<file path="src/rtl/wdt_consts.vh">
// Register map, field positions, reset values and timing counts of the watchdog reset unit.
`ifndef WDT_CONSTS_VH
`define WDT_CONSTS_VH

// ****************************************************************
// Register offsets (word addresses, one word each)
// ****************************************************************
`define OFS_WATCHDOG_CONTROL  4'h0
`define OFS_RESET_CAUSE_FLAGS 4'h1
`define OFS_STATUS_FLAGS      4'h2
`define OFS_IRQ_STATUS        4'h3
`define OFS_IRQ_ENABLE        4'h4
`define OFS_IRQ_CLEAR         4'h5
`define OFS_CORE_EVENT        4'h6

// ****************************************************************
// Fields and reset values
// ****************************************************************
`define GUARD_MSB             7
`define GUARD_LSB             3
`define SEL_MSB               2
`define SEL_LSB               0
`define GUARD_LEGAL_A         5'h15
`define GUARD_LEGAL_B         5'h0a
`define WATCHDOG_CONTROL_RST  8'h53
`define RESET_CAUSE_FLAGS_RST 8'h00
`define BIT_EXPIRY            0
`define BIT_POWERDOWN         1
`define BIT_CLR_INSTR         0
`define BIT_HALT_INSTR        1
`define BIT_SLEEP_MODE        2
`define IRQ_OVERFLOW          0
`define IRQ_GUARD_RESET       1

// ****************************************************************
// Timing
// ****************************************************************
`define SOFT_RESET_DELAY      16

`endif

</file>
<file path="src/rtl/wdt_sync2.v">
// Two-stage synchroniser for a single level.
`timescale 1ns/100ps
`default_nettype none
module wdt_sync2 (
  input  wire clock,
  input  wire reset,
  input  wire din,
  output reg  dout
);
  reg stage1;

  always @(posedge clock) begin
    if (reset) begin
      stage1 <= 1'b0;
      dout   <= 1'b0;
    end else begin
      stage1 <= din;
      dout   <= stage1;
    end
  end
endmodule
`default_nettype wire

</file>
<file path="src/rtl/watchdog_reset_unit.v">
// Watchdog timer with guard field, soft reset, reset flags and Avalon-MM registers.
//
// Register access over Avalon-MM and the address map were chosen for this implementation.
`timescale 1ns/100ps
`default_nettype none
`include "wdt_consts.vh"
module watchdog_reset_unit #(
  parameter integer RESET_DELAY = `SOFT_RESET_DELAY
) (
  input  wire        CLOCK,
  input  wire        RESET,
  input  wire        LOW_SPEED_CLOCK,
  input  wire        WATCHDOG_CLEAR_INSTRUCTION,
  input  wire        HALT_INSTRUCTION,
  input  wire        SLEEP_MODE,
  input  wire [3:0]  AVS_ADDRESS,
  input  wire        AVS_READ,
  input  wire        AVS_WRITE,
  input  wire [31:0] AVS_WRITEDATA,
  input  wire [3:0]  AVS_BYTEENABLE,
  output reg  [31:0] AVS_READDATA,
  output reg         AVS_WAITREQUEST,
  output reg         DEVICE_RESET,
  output reg         PC_SP_CLEAR,
  output reg         PORT_PRESET,
  output reg         IRQ
);

  // ****************************************************************
  // Helpers
  // ****************************************************************
  function [4:0] tap_exponent;
    input [2:0] sel;
    begin
      case (sel)
        3'h0:    tap_exponent = 5'h08;
        3'h1:    tap_exponent = 5'h0a;
        3'h2:    tap_exponent = 5'h0c;
        3'h3:    tap_exponent = 5'h0e;
        3'h4:    tap_exponent = 5'h0f;
        3'h5:    tap_exponent = 5'h10;
        3'h6:    tap_exponent = 5'h11;
        default: tap_exponent = 5'h12;
      endcase
    end
  endfunction

  function guard_legal;
    input [4:0] g;
    begin
      guard_legal = (g == `GUARD_LEGAL_A) || (g == `GUARD_LEGAL_B);
    end
  endfunction

  // One decode serves every write strobe, so a change of the map touches
  // a single place.
  function reg_hit;
    input [3:0] addr;
    input [3:0] offset;
    begin
      reg_hit = (addr == offset);
    end
  endfunction

  // ****************************************************************
  // Oscillator edge detection
  // ****************************************************************
  // The oscillator is asynchronous, so it is synchronised and its rising
  // edges become single-cycle ticks of the system clock.
  wire       osc_sync;
  reg        osc_prev;
  wire       osc_tick;

  wdt_sync2 u_osc_sync (
    .clock (CLOCK),
    .reset (RESET),
    .din   (LOW_SPEED_CLOCK),
    .dout  (osc_sync)
  );

  always @(posedge CLOCK) begin
    if (RESET) begin
      osc_prev <= 1'b0;
    end else begin
      osc_prev <= osc_sync;
    end
  end

  assign osc_tick = osc_sync & ~osc_prev;

  // ****************************************************************
  // Registers and state
  // ****************************************************************
  reg  [7:0]  watchdog_control;
  reg         control_reset_flag;
  reg         expiry_flag;
  reg         powerdown_flag;
  reg  [18:0] count;
  reg  [1:0]  irq_status;
  reg  [1:0]  irq_enable;
  reg  [15:0] delay_count;
  reg         delay_run;
  reg         post_reset;
  reg  [18:0] next_count;
  reg  [31:0] next_readdata;

  // Only byte lane zero carries register data; the upper lanes are ignored
  // on writes and read back as zero.
  wire        acc = AVS_READ | AVS_WRITE;
  wire        wr = AVS_WRITE & ~AVS_WAITREQUEST & AVS_BYTEENABLE[0];
  wire        wr_ctrl = wr && reg_hit(AVS_ADDRESS, `OFS_WATCHDOG_CONTROL);
  wire        wr_core = wr && reg_hit(AVS_ADDRESS, `OFS_CORE_EVENT);
  wire        wr_flags = wr && reg_hit(AVS_ADDRESS, `OFS_RESET_CAUSE_FLAGS);
  wire        wr_irq_enable = wr && reg_hit(AVS_ADDRESS, `OFS_IRQ_ENABLE);
  wire        wr_irq_clear = wr && reg_hit(AVS_ADDRESS, `OFS_IRQ_CLEAR);
  wire        clr_instr = WATCHDOG_CLEAR_INSTRUCTION |
                          (wr_core & AVS_WRITEDATA[`BIT_CLR_INSTR]);
  wire        halt_instr = HALT_INSTRUCTION | (wr_core & AVS_WRITEDATA[`BIT_HALT_INSTR]);
  wire        sleeping = SLEEP_MODE | (wr_core & AVS_WRITEDATA[`BIT_SLEEP_MODE]);
  wire [4:0]  guard_field = watchdog_control[`GUARD_MSB:`GUARD_LSB];
  wire [2:0]  timeout_select = watchdog_control[`SEL_MSB:`SEL_LSB];
  wire        guard_bad = ~guard_legal(guard_field);
  wire        guard_bad_write = wr_ctrl && !guard_legal(AVS_WRITEDATA[7:3]);
  // The limit is one below the period because a clear restarts the count at
  // zero. Greater-or-equal lets a shortened timeout expire on the next tick
  // rather than after a wrap through the full counter width.
  wire [18:0] limit = (19'h00001 << tap_exponent(timeout_select)) - 19'h00001;
  wire        overflow = osc_tick && (count >= limit) && !guard_bad;
  wire        delay_done = delay_run && (delay_count == RESET_DELAY[15:0] - 16'h0001);
  // A full reset comes from the end of the soft-reset delay or from an
  // overflow while running; an overflow in sleep never resets the device.
  wire        full_reset = delay_done | (overflow & ~sleeping);

  // ****************************************************************
  // Watchdog counter
  // ****************************************************************
  // Counting pauses while the guard is illegal; the pending soft reset
  // decides the outcome then, not the timeout.
  always @* begin
    next_count = count;
    if (full_reset) begin
      next_count = 19'h00000;
    end else if (guard_bad_write || clr_instr || halt_instr || overflow) begin
      next_count = 19'h00000;
    end else if (osc_tick && !guard_bad) begin
      next_count = count + 19'h00001;
    end
  end

  always @(posedge CLOCK) begin
    if (RESET) begin
      count <= 19'h00000;
    end else begin
      count <= next_count;
    end
  end

  // ****************************************************************
  // Soft reset delay on an illegal guard value
  // ****************************************************************
  // The guard is checked continuously, so a disturbed value is caught as
  // well as a written one.
  // Once started the delay always runs out, even if software restores a
  // legal pattern meanwhile, because the reset is already committed.
  always @(posedge CLOCK) begin
    if (RESET || delay_done) begin
      delay_run   <= 1'b0;
      delay_count <= 16'h0000;
    end else if (delay_run) begin
      delay_count <= delay_count + 16'h0001;
    end else if (guard_bad) begin
      delay_run <= 1'b1;
    end
  end

  // ****************************************************************
  // Control register and flags
  // ****************************************************************
  always @(posedge CLOCK) begin
    if (RESET) begin
      watchdog_control   <= `WATCHDOG_CONTROL_RST;
      control_reset_flag <= 1'b0;
      expiry_flag        <= 1'b0;
      powerdown_flag     <= 1'b0;
    end else begin
      if (delay_done) begin
        watchdog_control <= `WATCHDOG_CONTROL_RST;
      end else if (wr_ctrl) begin
        watchdog_control <= AVS_WRITEDATA[7:0];
      end
      // Setting wins over a software clear in the same cycle.
      if (delay_done) begin
        control_reset_flag <= 1'b1;
      end else if (wr_flags && !AVS_WRITEDATA[0]) begin
        control_reset_flag <= 1'b0;
      end
      if (overflow) begin
        expiry_flag <= 1'b1;
      end else if (halt_instr) begin
        expiry_flag <= 1'b0;
      end
      // An overflow keeps the powerdown flag, so software can tell a timeout
      // out of sleep from one in normal running by reading both flags.
      if (overflow) begin
        powerdown_flag <= powerdown_flag;
      end else if (halt_instr) begin
        powerdown_flag <= 1'b1;
      end else if (clr_instr) begin
        powerdown_flag <= 1'b0;
      end
    end
  end

  // ****************************************************************
  // Interrupt status, enable and clear
  // ****************************************************************
  wire [1:0] irq_set = {delay_done, overflow};
  // Status bits are sticky and a new event wins over a clear in the same
  // cycle, so no event is lost to a badly timed clear.
  wire [1:0] irq_clr = wr_irq_clear ? AVS_WRITEDATA[1:0] : 2'h0;

  always @(posedge CLOCK) begin
    if (RESET) begin
      irq_status <= 2'h0;
      irq_enable <= 2'h0;
      IRQ        <= 1'b0;
    end else begin
      irq_status <= (irq_status & ~irq_clr) | irq_set;
      if (wr_irq_enable) begin
        irq_enable <= AVS_WRITEDATA[1:0];
      end
      IRQ <= |(irq_status & irq_enable);
    end
  end

  // ****************************************************************
  // Reset outputs
  // ****************************************************************
  // Power-on reset raises the core and port presets for one cycle after
  // release so the core sees them as a pulse on its own clock.
  // A sleep overflow pulses only the program counter and stack pointer
  // clear; ports and registers keep their state then.
  always @(posedge CLOCK) begin
    if (RESET) begin
      post_reset   <= 1'b1;
      DEVICE_RESET <= 1'b1;
      PC_SP_CLEAR  <= 1'b1;
      PORT_PRESET  <= 1'b1;
    end else begin
      post_reset   <= 1'b0;
      DEVICE_RESET <= full_reset | post_reset;
      PC_SP_CLEAR  <= full_reset | post_reset | (overflow & sleeping);
      PORT_PRESET  <= full_reset | post_reset;
    end
  end

  // ****************************************************************
  // Avalon-MM slave
  // ****************************************************************
  // Write-only and unmapped offsets read as zero; writes to unmapped
  // offsets are dropped.
  always @* begin
    case (AVS_ADDRESS)
      `OFS_WATCHDOG_CONTROL:  next_readdata = {24'h000000, watchdog_control};
      `OFS_RESET_CAUSE_FLAGS: next_readdata = {31'h00000000, control_reset_flag};
      `OFS_STATUS_FLAGS:      next_readdata = {30'h00000000, powerdown_flag, expiry_flag};
      `OFS_IRQ_STATUS:        next_readdata = {30'h00000000, irq_status};
      `OFS_IRQ_ENABLE:        next_readdata = {30'h00000000, irq_enable};
      default:                next_readdata = 32'h00000000;
    endcase
  end

  // Every access takes two cycles: waitrequest drops one cycle after the
  // request and data is valid at that edge.
  always @(posedge CLOCK) begin
    if (RESET) begin
      AVS_WAITREQUEST <= 1'b1;
      AVS_READDATA    <= 32'h00000000;
    end else begin
      AVS_WAITREQUEST <= ~(acc & AVS_WAITREQUEST);
      if (AVS_READ && AVS_WAITREQUEST) begin
        AVS_READDATA <= next_readdata;
      end
    end
  end

endmodule
`default_nettype wire

</file>
<file path="config.mk">
export PLATFORM = sky130hd
export DESIGN_NAME = watchdog_reset_unit
export DESIGN_NICKNAME = d
export VERILOG_FILES = /design/src/rtl/wdt_sync2.v /design/src/rtl/watchdog_reset_unit.v
export VERILOG_INCLUDE_DIRS = /design/src /design/src/rtl
export SDC_FILE = /design/constraint.sdc
export NUM_CORES = 1
export LEC_CHECK = 0
export ABC_AREA = 1
export BUFFER_PORTS_ARGS = -buffer_cell sky130_fd_sc_hd__clkbuf_2
export CAP_MARGIN = 20
export CORE_MARGIN = 2
export CORE_UTILIZATION = 47
export DETAILED_ROUTE_END_ITERATION = 7
export PLACE_DENSITY = 0.71
export SYNTH_ARGS = -nofsm -noshare
export SYNTH_HDL_FRONTEND = slang
export SYNTH_SLANG_ARGS = --single-unit
export TNS_END_PERCENT = 1
</file>
<file path="constraint.sdc">
create_clock -name CLOCK -period 6.45 [get_ports CLOCK]
set_input_delay 1.29 -clock CLOCK [delete_from_list [all_inputs] [get_ports CLOCK]]
set_output_delay 1.29 -clock CLOCK [all_outputs]
set_load 0.03 [all_outputs]
</file>
---- Yosys cells after proc, flatten, opt, wreduce, memory -nomap -nowiden ----
Cells that the tools add are included.
storage, ports and cells
  flip-flop bits (word level) ............. 91
  input bits .............................. 48
  output and inout bits ................... 37
  word-level logic and storage cells ...... 106
operators by class
  $add $sub $neg .......................... 3
  order comparisons ....................... 1
  equality and inequality tests ........... 17
  shift operators ......................... 1
  muxes and demuxes ....................... 12
  bitwise logic cells ..................... 25
  reduce and logical (&&, ||, !) cells .... 29
operator list
  operator                                               count
  one-hot mux 8 bit (5 select lines)                     1
  one-hot mux 5 bit (7 select lines)                     1
  adder 19 x 1 -> 19 bit (second input constant)         1
  greater-or-equal comparator 19 bit                     1
  left shift 1 x 5 -> 19 bit (first input constant)      1
  subtractor 19 x 1 -> 19 bit (second input constant)    1
  adder 16 x 1 -> 16 bit (second input constant)         1
  equality test 16 x 4 -> 1 bit (second input constant)  1
  equality test 4 x 3 -> 1 bit (second input constant)   3
  logical AND 1 bit                                      12
  equality test 5 x 4 -> 1 bit (second input constant)   2
  equality test 5 bit (second input constant)            2
  bitwise AND 1 bit                                      9
  equality test 3 bit (second input constant)            3
  2-to-1 mux 1 bit                                       9
  equality test 4 x 2 -> 1 bit (second input constant)   2
  OR 1 bit                                               7
  equality test 3 x 2 -> 1 bit (second input constant)   2
  logical OR 1 bit                                       6
  nonzero test 2 bit                                     3
  inverter 1 bit                                         5
  bitwise AND 2 bit                                      2
  equality test 4 x 1 -> 1 bit (second input constant)   1
  zero test 4 bit                                        1
  other kinds (9)                                        11

---- Depth between registers and ports, before layout ----
  depth in word-level cells ............... 11
  depth in mapped cells ................... 17
  mapped depth without buffers ............ 17

---- Modules after synthesis ----
Synthesis repeated with hierarchy kept, for this count alone.
unflattened totals
  cell total of the unflattened synthesis .. 523
  area total of the unflattened synthesis .. 3,786.1 µm²
modules (own cells, without submodules)
  module               instances  cells each  area an instance (µm²)
  watchdog_reset_unit  1          517         3,731.1
  wdt_sync2            1          6           55.1

---- Least setup slack after synthesis ----
No wires, ideal clock.
  kind .................................... input to register
  start point ............................. input port AVS_ADDRESS[3]
  end point ............................... register count[16]
  arrival ................................. 2,267 ps
  setup slack ............................. 4,066 ps
  stages .................................. 9
  buffers on the path ..................... 1
  path through ............................ nor2_1 -> inv_2 -> nor2_4 -> nand2_2 -> nor3_1 -> nor3_2 -> nand3_4 -> buf_8 -> nor2_2
between the ends
  cells in the longest elaborated chain, start to end .. 8
  elaborated cells between the ends (all ways) .. 18
  those cells by class .................... eq/ne (1); bitwise (9); reduce/logical (8)
ends and longest elaborated chain
  element                                                       RTL line                                              text
  from (decl)                                                   watchdog_reset_unit.v:16                              input wire [3:0] AVS_ADDRESS,
  equality test 4 x 3 -> 1 bit                                  watchdog_reset_unit.v:61                              reg_hit = (addr == offset);
  logical AND 1 bit                                             watchdog_reset_unit.v:112                             wire wr_core = wr && reg_hit(AVS_ADDRESS, `OFS_CORE_EVENT);
  bitwise AND 1 bit (on tied branches)                          watchdog_reset_unit.v:119, watchdog_reset_unit.v:117
  OR 1 bit (on tied branches)                                   watchdog_reset_unit.v:119, watchdog_reset_unit.v:116
  inverter 1 bit / logical OR 1 bit (equally long branches)     watchdog_reset_unit.v:132, watchdog_reset_unit.v:143
  bitwise AND 1 bit / logical OR 1 bit (equally long branches)  watchdog_reset_unit.v:132, watchdog_reset_unit.v:143
  OR 1 bit / logical OR 1 bit (equally long branches)           watchdog_reset_unit.v:132, watchdog_reset_unit.v:143
  OR reduction 3 bit (no source line) (*)                       --
  to (signal assigned)                                          watchdog_reset_unit.v:154                             count <= next_count;
  to (decl)                                                     watchdog_reset_unit.v:98                              reg [18:0] count;
Every way passes the cells marked *; elsewhere a longest branch is shown, timed or not.
A chain may end at the register's enable or synchronous reset.

---- Worst setup path in the final report ----
  start point ............................. input port RESET
  end point ............................... register count[18]
between the ends
  cells in the longest elaborated chain, start to end .. 1
ends and longest elaborated chain
  element                              RTL line                  text
  from (decl)                          watchdog_reset_unit.v:11  input wire RESET,
  OR reduction 3 bit (no source line)  --
No other way between the ends.

==> impl_metrics.yaml <==
clock_network:
  cts.sink_count: 67
  cts_max_path_buffers: 2
  clkTransAtPathRegs_ns: 0.08
  clock-root-buffer: "clkbuf_8"
  worstSkewPairLatency_ns: 0.34
  cts_setup_buffers: 0
  cts_resized: 0
  h-tree-depth: 3
  cts_tree: "done"
  holdBufCountCts: 0
  cts_buffers: 9
floorplanning:
  core.rowCount: 33
  die_x_um: 95.2
  start_util_pct: 48.1
  die_area_mm2: 0.00906
  ios: 85
  coreArea_mm2: 0.00813
  die_h_um: 95.2
worst_setup_path:
  worstPathRequired_ns: 6.72
  r2r_cells: 15
  worst-setup-path-type: "input pin to flop"
  worst_setup_path_end_kind: "flop"
  crit_fanout: 19
  timing.rr.end: "count[18]"
  start_kind: "input pin"
  rr_startpoint: "watchdog_control[1]"
  critPathArrivalTime_ns: 2.96
  rrSetupSlack_ns: 3.97
  crit_start: "RESET"
  crit_end: "count[18]"
finish:
  layout.cells.most_common: "nand2_1"
  fillers: 795
  area_delta_synth_final_pct: 8.58
  drive_gt1_share_pct: 15.3
  antennaDiodeCount: 0
  mostFrequentLayoutCells: "nand2_1 (118), inv_1 (71), dfxtp_1 (67), nor2_1 (58), a21oi_1 (37)"
  finish.net_count: 652
  fin_cells: 695
detailed_routing:
  post_drt_wl_per_cell_um: 11.1
  ant_nets: 0
  drt-initial-drc-count: 95
  drcViolationCount: 0
  dr_total_vias: 3347
  via_per_inst: 4.82
  dr.pass1.iters: 4
  totalWireLength_um: 7730
min_path:
  whs_path_depth: 2
  min_path_type: "flop to flop"
global_route:
  grt_pass1_vias: 3010
  grt_overflow: 0
  grt_max_degree: 25
  grt.total_usage_pct: 18.3
  grt_antenna_before_repair: 0
  grt_first_pass_wirelength_um: 13100
sta:
  clock_skew_ns: 0.0162
  finalHoldViolations: 0
  finalSetupTns_ns: 0
  relSlewSlack_pct: 66.3
  fin_hold_ws_ns: 0.412
  min_period_ns: 2.70
  setup_viol: 0
  worst_pin_slew_ns: 0.505
  grt_setup_unrepaired: "no"
  clock.fmax_mhz: 371
  min_period_over_period_pct: 41.8
  final_max_slew_viol_count: 0
yosys:
  yosysSeqAreaShare_pct: 34.3
  netlist_area_mm2: 0.00391
  syn_avg_cell_area_um2: 7.09
  yosysUniqueCellTypes: 37
  synth_enable_flop_cells: 0
  yosysWarnings: 0
  ys_seq_elements: 67
  syn-instance-count: 551
  synth_flop_cell: "dfxtp_1"
  async_flop_share_pct: 0
placed_design:
  dpl.cell_count: 679
  hpwl_um: 5920
  place_congestion: 0.885
  port-buffer-count: 33
pwr:
  ir_drop_v: 0.000104
  power_uw: 840
  power.density_mw_per_mm2: 198
  p_leak_uw: 0.00192
flow_run:
  cap_violations: 0
status:
  status: "completed"
==> routing by layer <==
layer / GRT usage [%] / up-vias / wire length, µm
li1: - / 1760 / -
met1: 22.8 / 1505 / 3490
met2: 30.2 / 71 / 3710
met3: 4.66 / 11 / 412
met4: 6.88 / 0 / 119
met5: 0 / - / 0
==> cell type report <==
cell class / instances / area (µm²) / share of cell area (%)
well taps: 105 / 131 / 3.10
clock inverters: 6 / 65.1 / 1.53
multi-input cells: 395 / 2120 / 49.9
clock buffers: 10 / 128 / 3.01
flip-flops and latches: 67 / 1340 / 31.6
repair buffers: 33 / 165 / 3.89
inverters: 79 / 297 / 6.99
==> cell families (layout without fill, tap and decap cells) <==
logic type,Yosys count,count (layout),synth area share [%]
AOI/OAI and AO/OA,70,70,9.89
xor gates and xnor gates,20,20,4.48
adders and majority gates,19,19,6.08
buffers and inverters,114,128,13.9
DFF,67,67,34.3
other,2,27,0.192
and+or+nand+nor,259,259,31.1
==> power breakdown <==
part / total, µW / switching [µW] / leakage, µW / internal [µW]
Sequential: 423 / 3.26 / 0.000543 / 419
Clock: 346 / 166 / 0.0000966 / 179
Combinational: 71.7 / 55.9 / 0.00128 / 15.8
==> cells in the mapped netlist, types with 4 or more instances <==
library cell / n / area (µm²)
nand2_2: 6 / 37.5
nand3_1: 30 / 150
inv_2: 8 / 30.0
nor2_2: 11 / 68.8
o211ai_1: 6 / 45.0
buf_4: 25 / 188
nor3_1: 14 / 70.1
ha_1: 19 / 238
xor2_1: 15 / 131
nor3_2: 4 / 40.0
inv_1: 71 / 267
a21oi_1: 37 / 185
dfxtp_1: 67 / 1340
o21ai_0: 18 / 90.1
xnor2_1: 5 / 43.8
clkbuf_1: 5 / 18.8
nand4_1: 4 / 25.0
nor2_4: 4 / 45.0
nand2_1: 118 / 443
nor2_1: 58 / 218
==> worst max-delay path, cell delays in order <==
cell      delay [ns]
clkbuf_2        0.21
inv_1           0.23
nand2_1         0.33
inv_2           0.40
nand3_4         0.30
nor2_1          0.18
==> sequential cells by signal, indices dropped and copies added (netlist names), 2 cells and up <==
register	flops
AVS_READDATA	8
count	19
delay_count	16
irq_enable	2
irq_status	2
watchdog_control	8
==> through the flow <==
stage / instance area, µm² / util [%] / setup slack [ns]
2_1_floorplan: 4000 / - / 4.07
3_3_place_gp: 4050 / 49.8 / 3.43
3_5_place_dp: 4050 / 49.8 / 3.38
4_1_cts: 4240 / 52.2 / 3.74
5_1_grt: 4240 / 52.2 / 3.51
6_report: 4240 / 52.2 / 3.75
==> worst min path at each step <==
stage | from | endpoint | slack, ns
2_1_floorplan | u_osc_sync.stage1 | u_osc_sync.dout | 0.39
3_3_place_gp | u_osc_sync.stage1 | u_osc_sync.dout | 0.40
3_5_place_dp | u_osc_sync.stage1 | u_osc_sync.dout | 0.40
4_1_cts | u_osc_sync.stage1 | u_osc_sync.dout | 0.42
5_1_grt | u_osc_sync.stage1 | u_osc_sync.dout | 0.43
6_report | u_osc_sync.stage1 | u_osc_sync.dout | 0.41
Power figures use the tool's default switching activity.
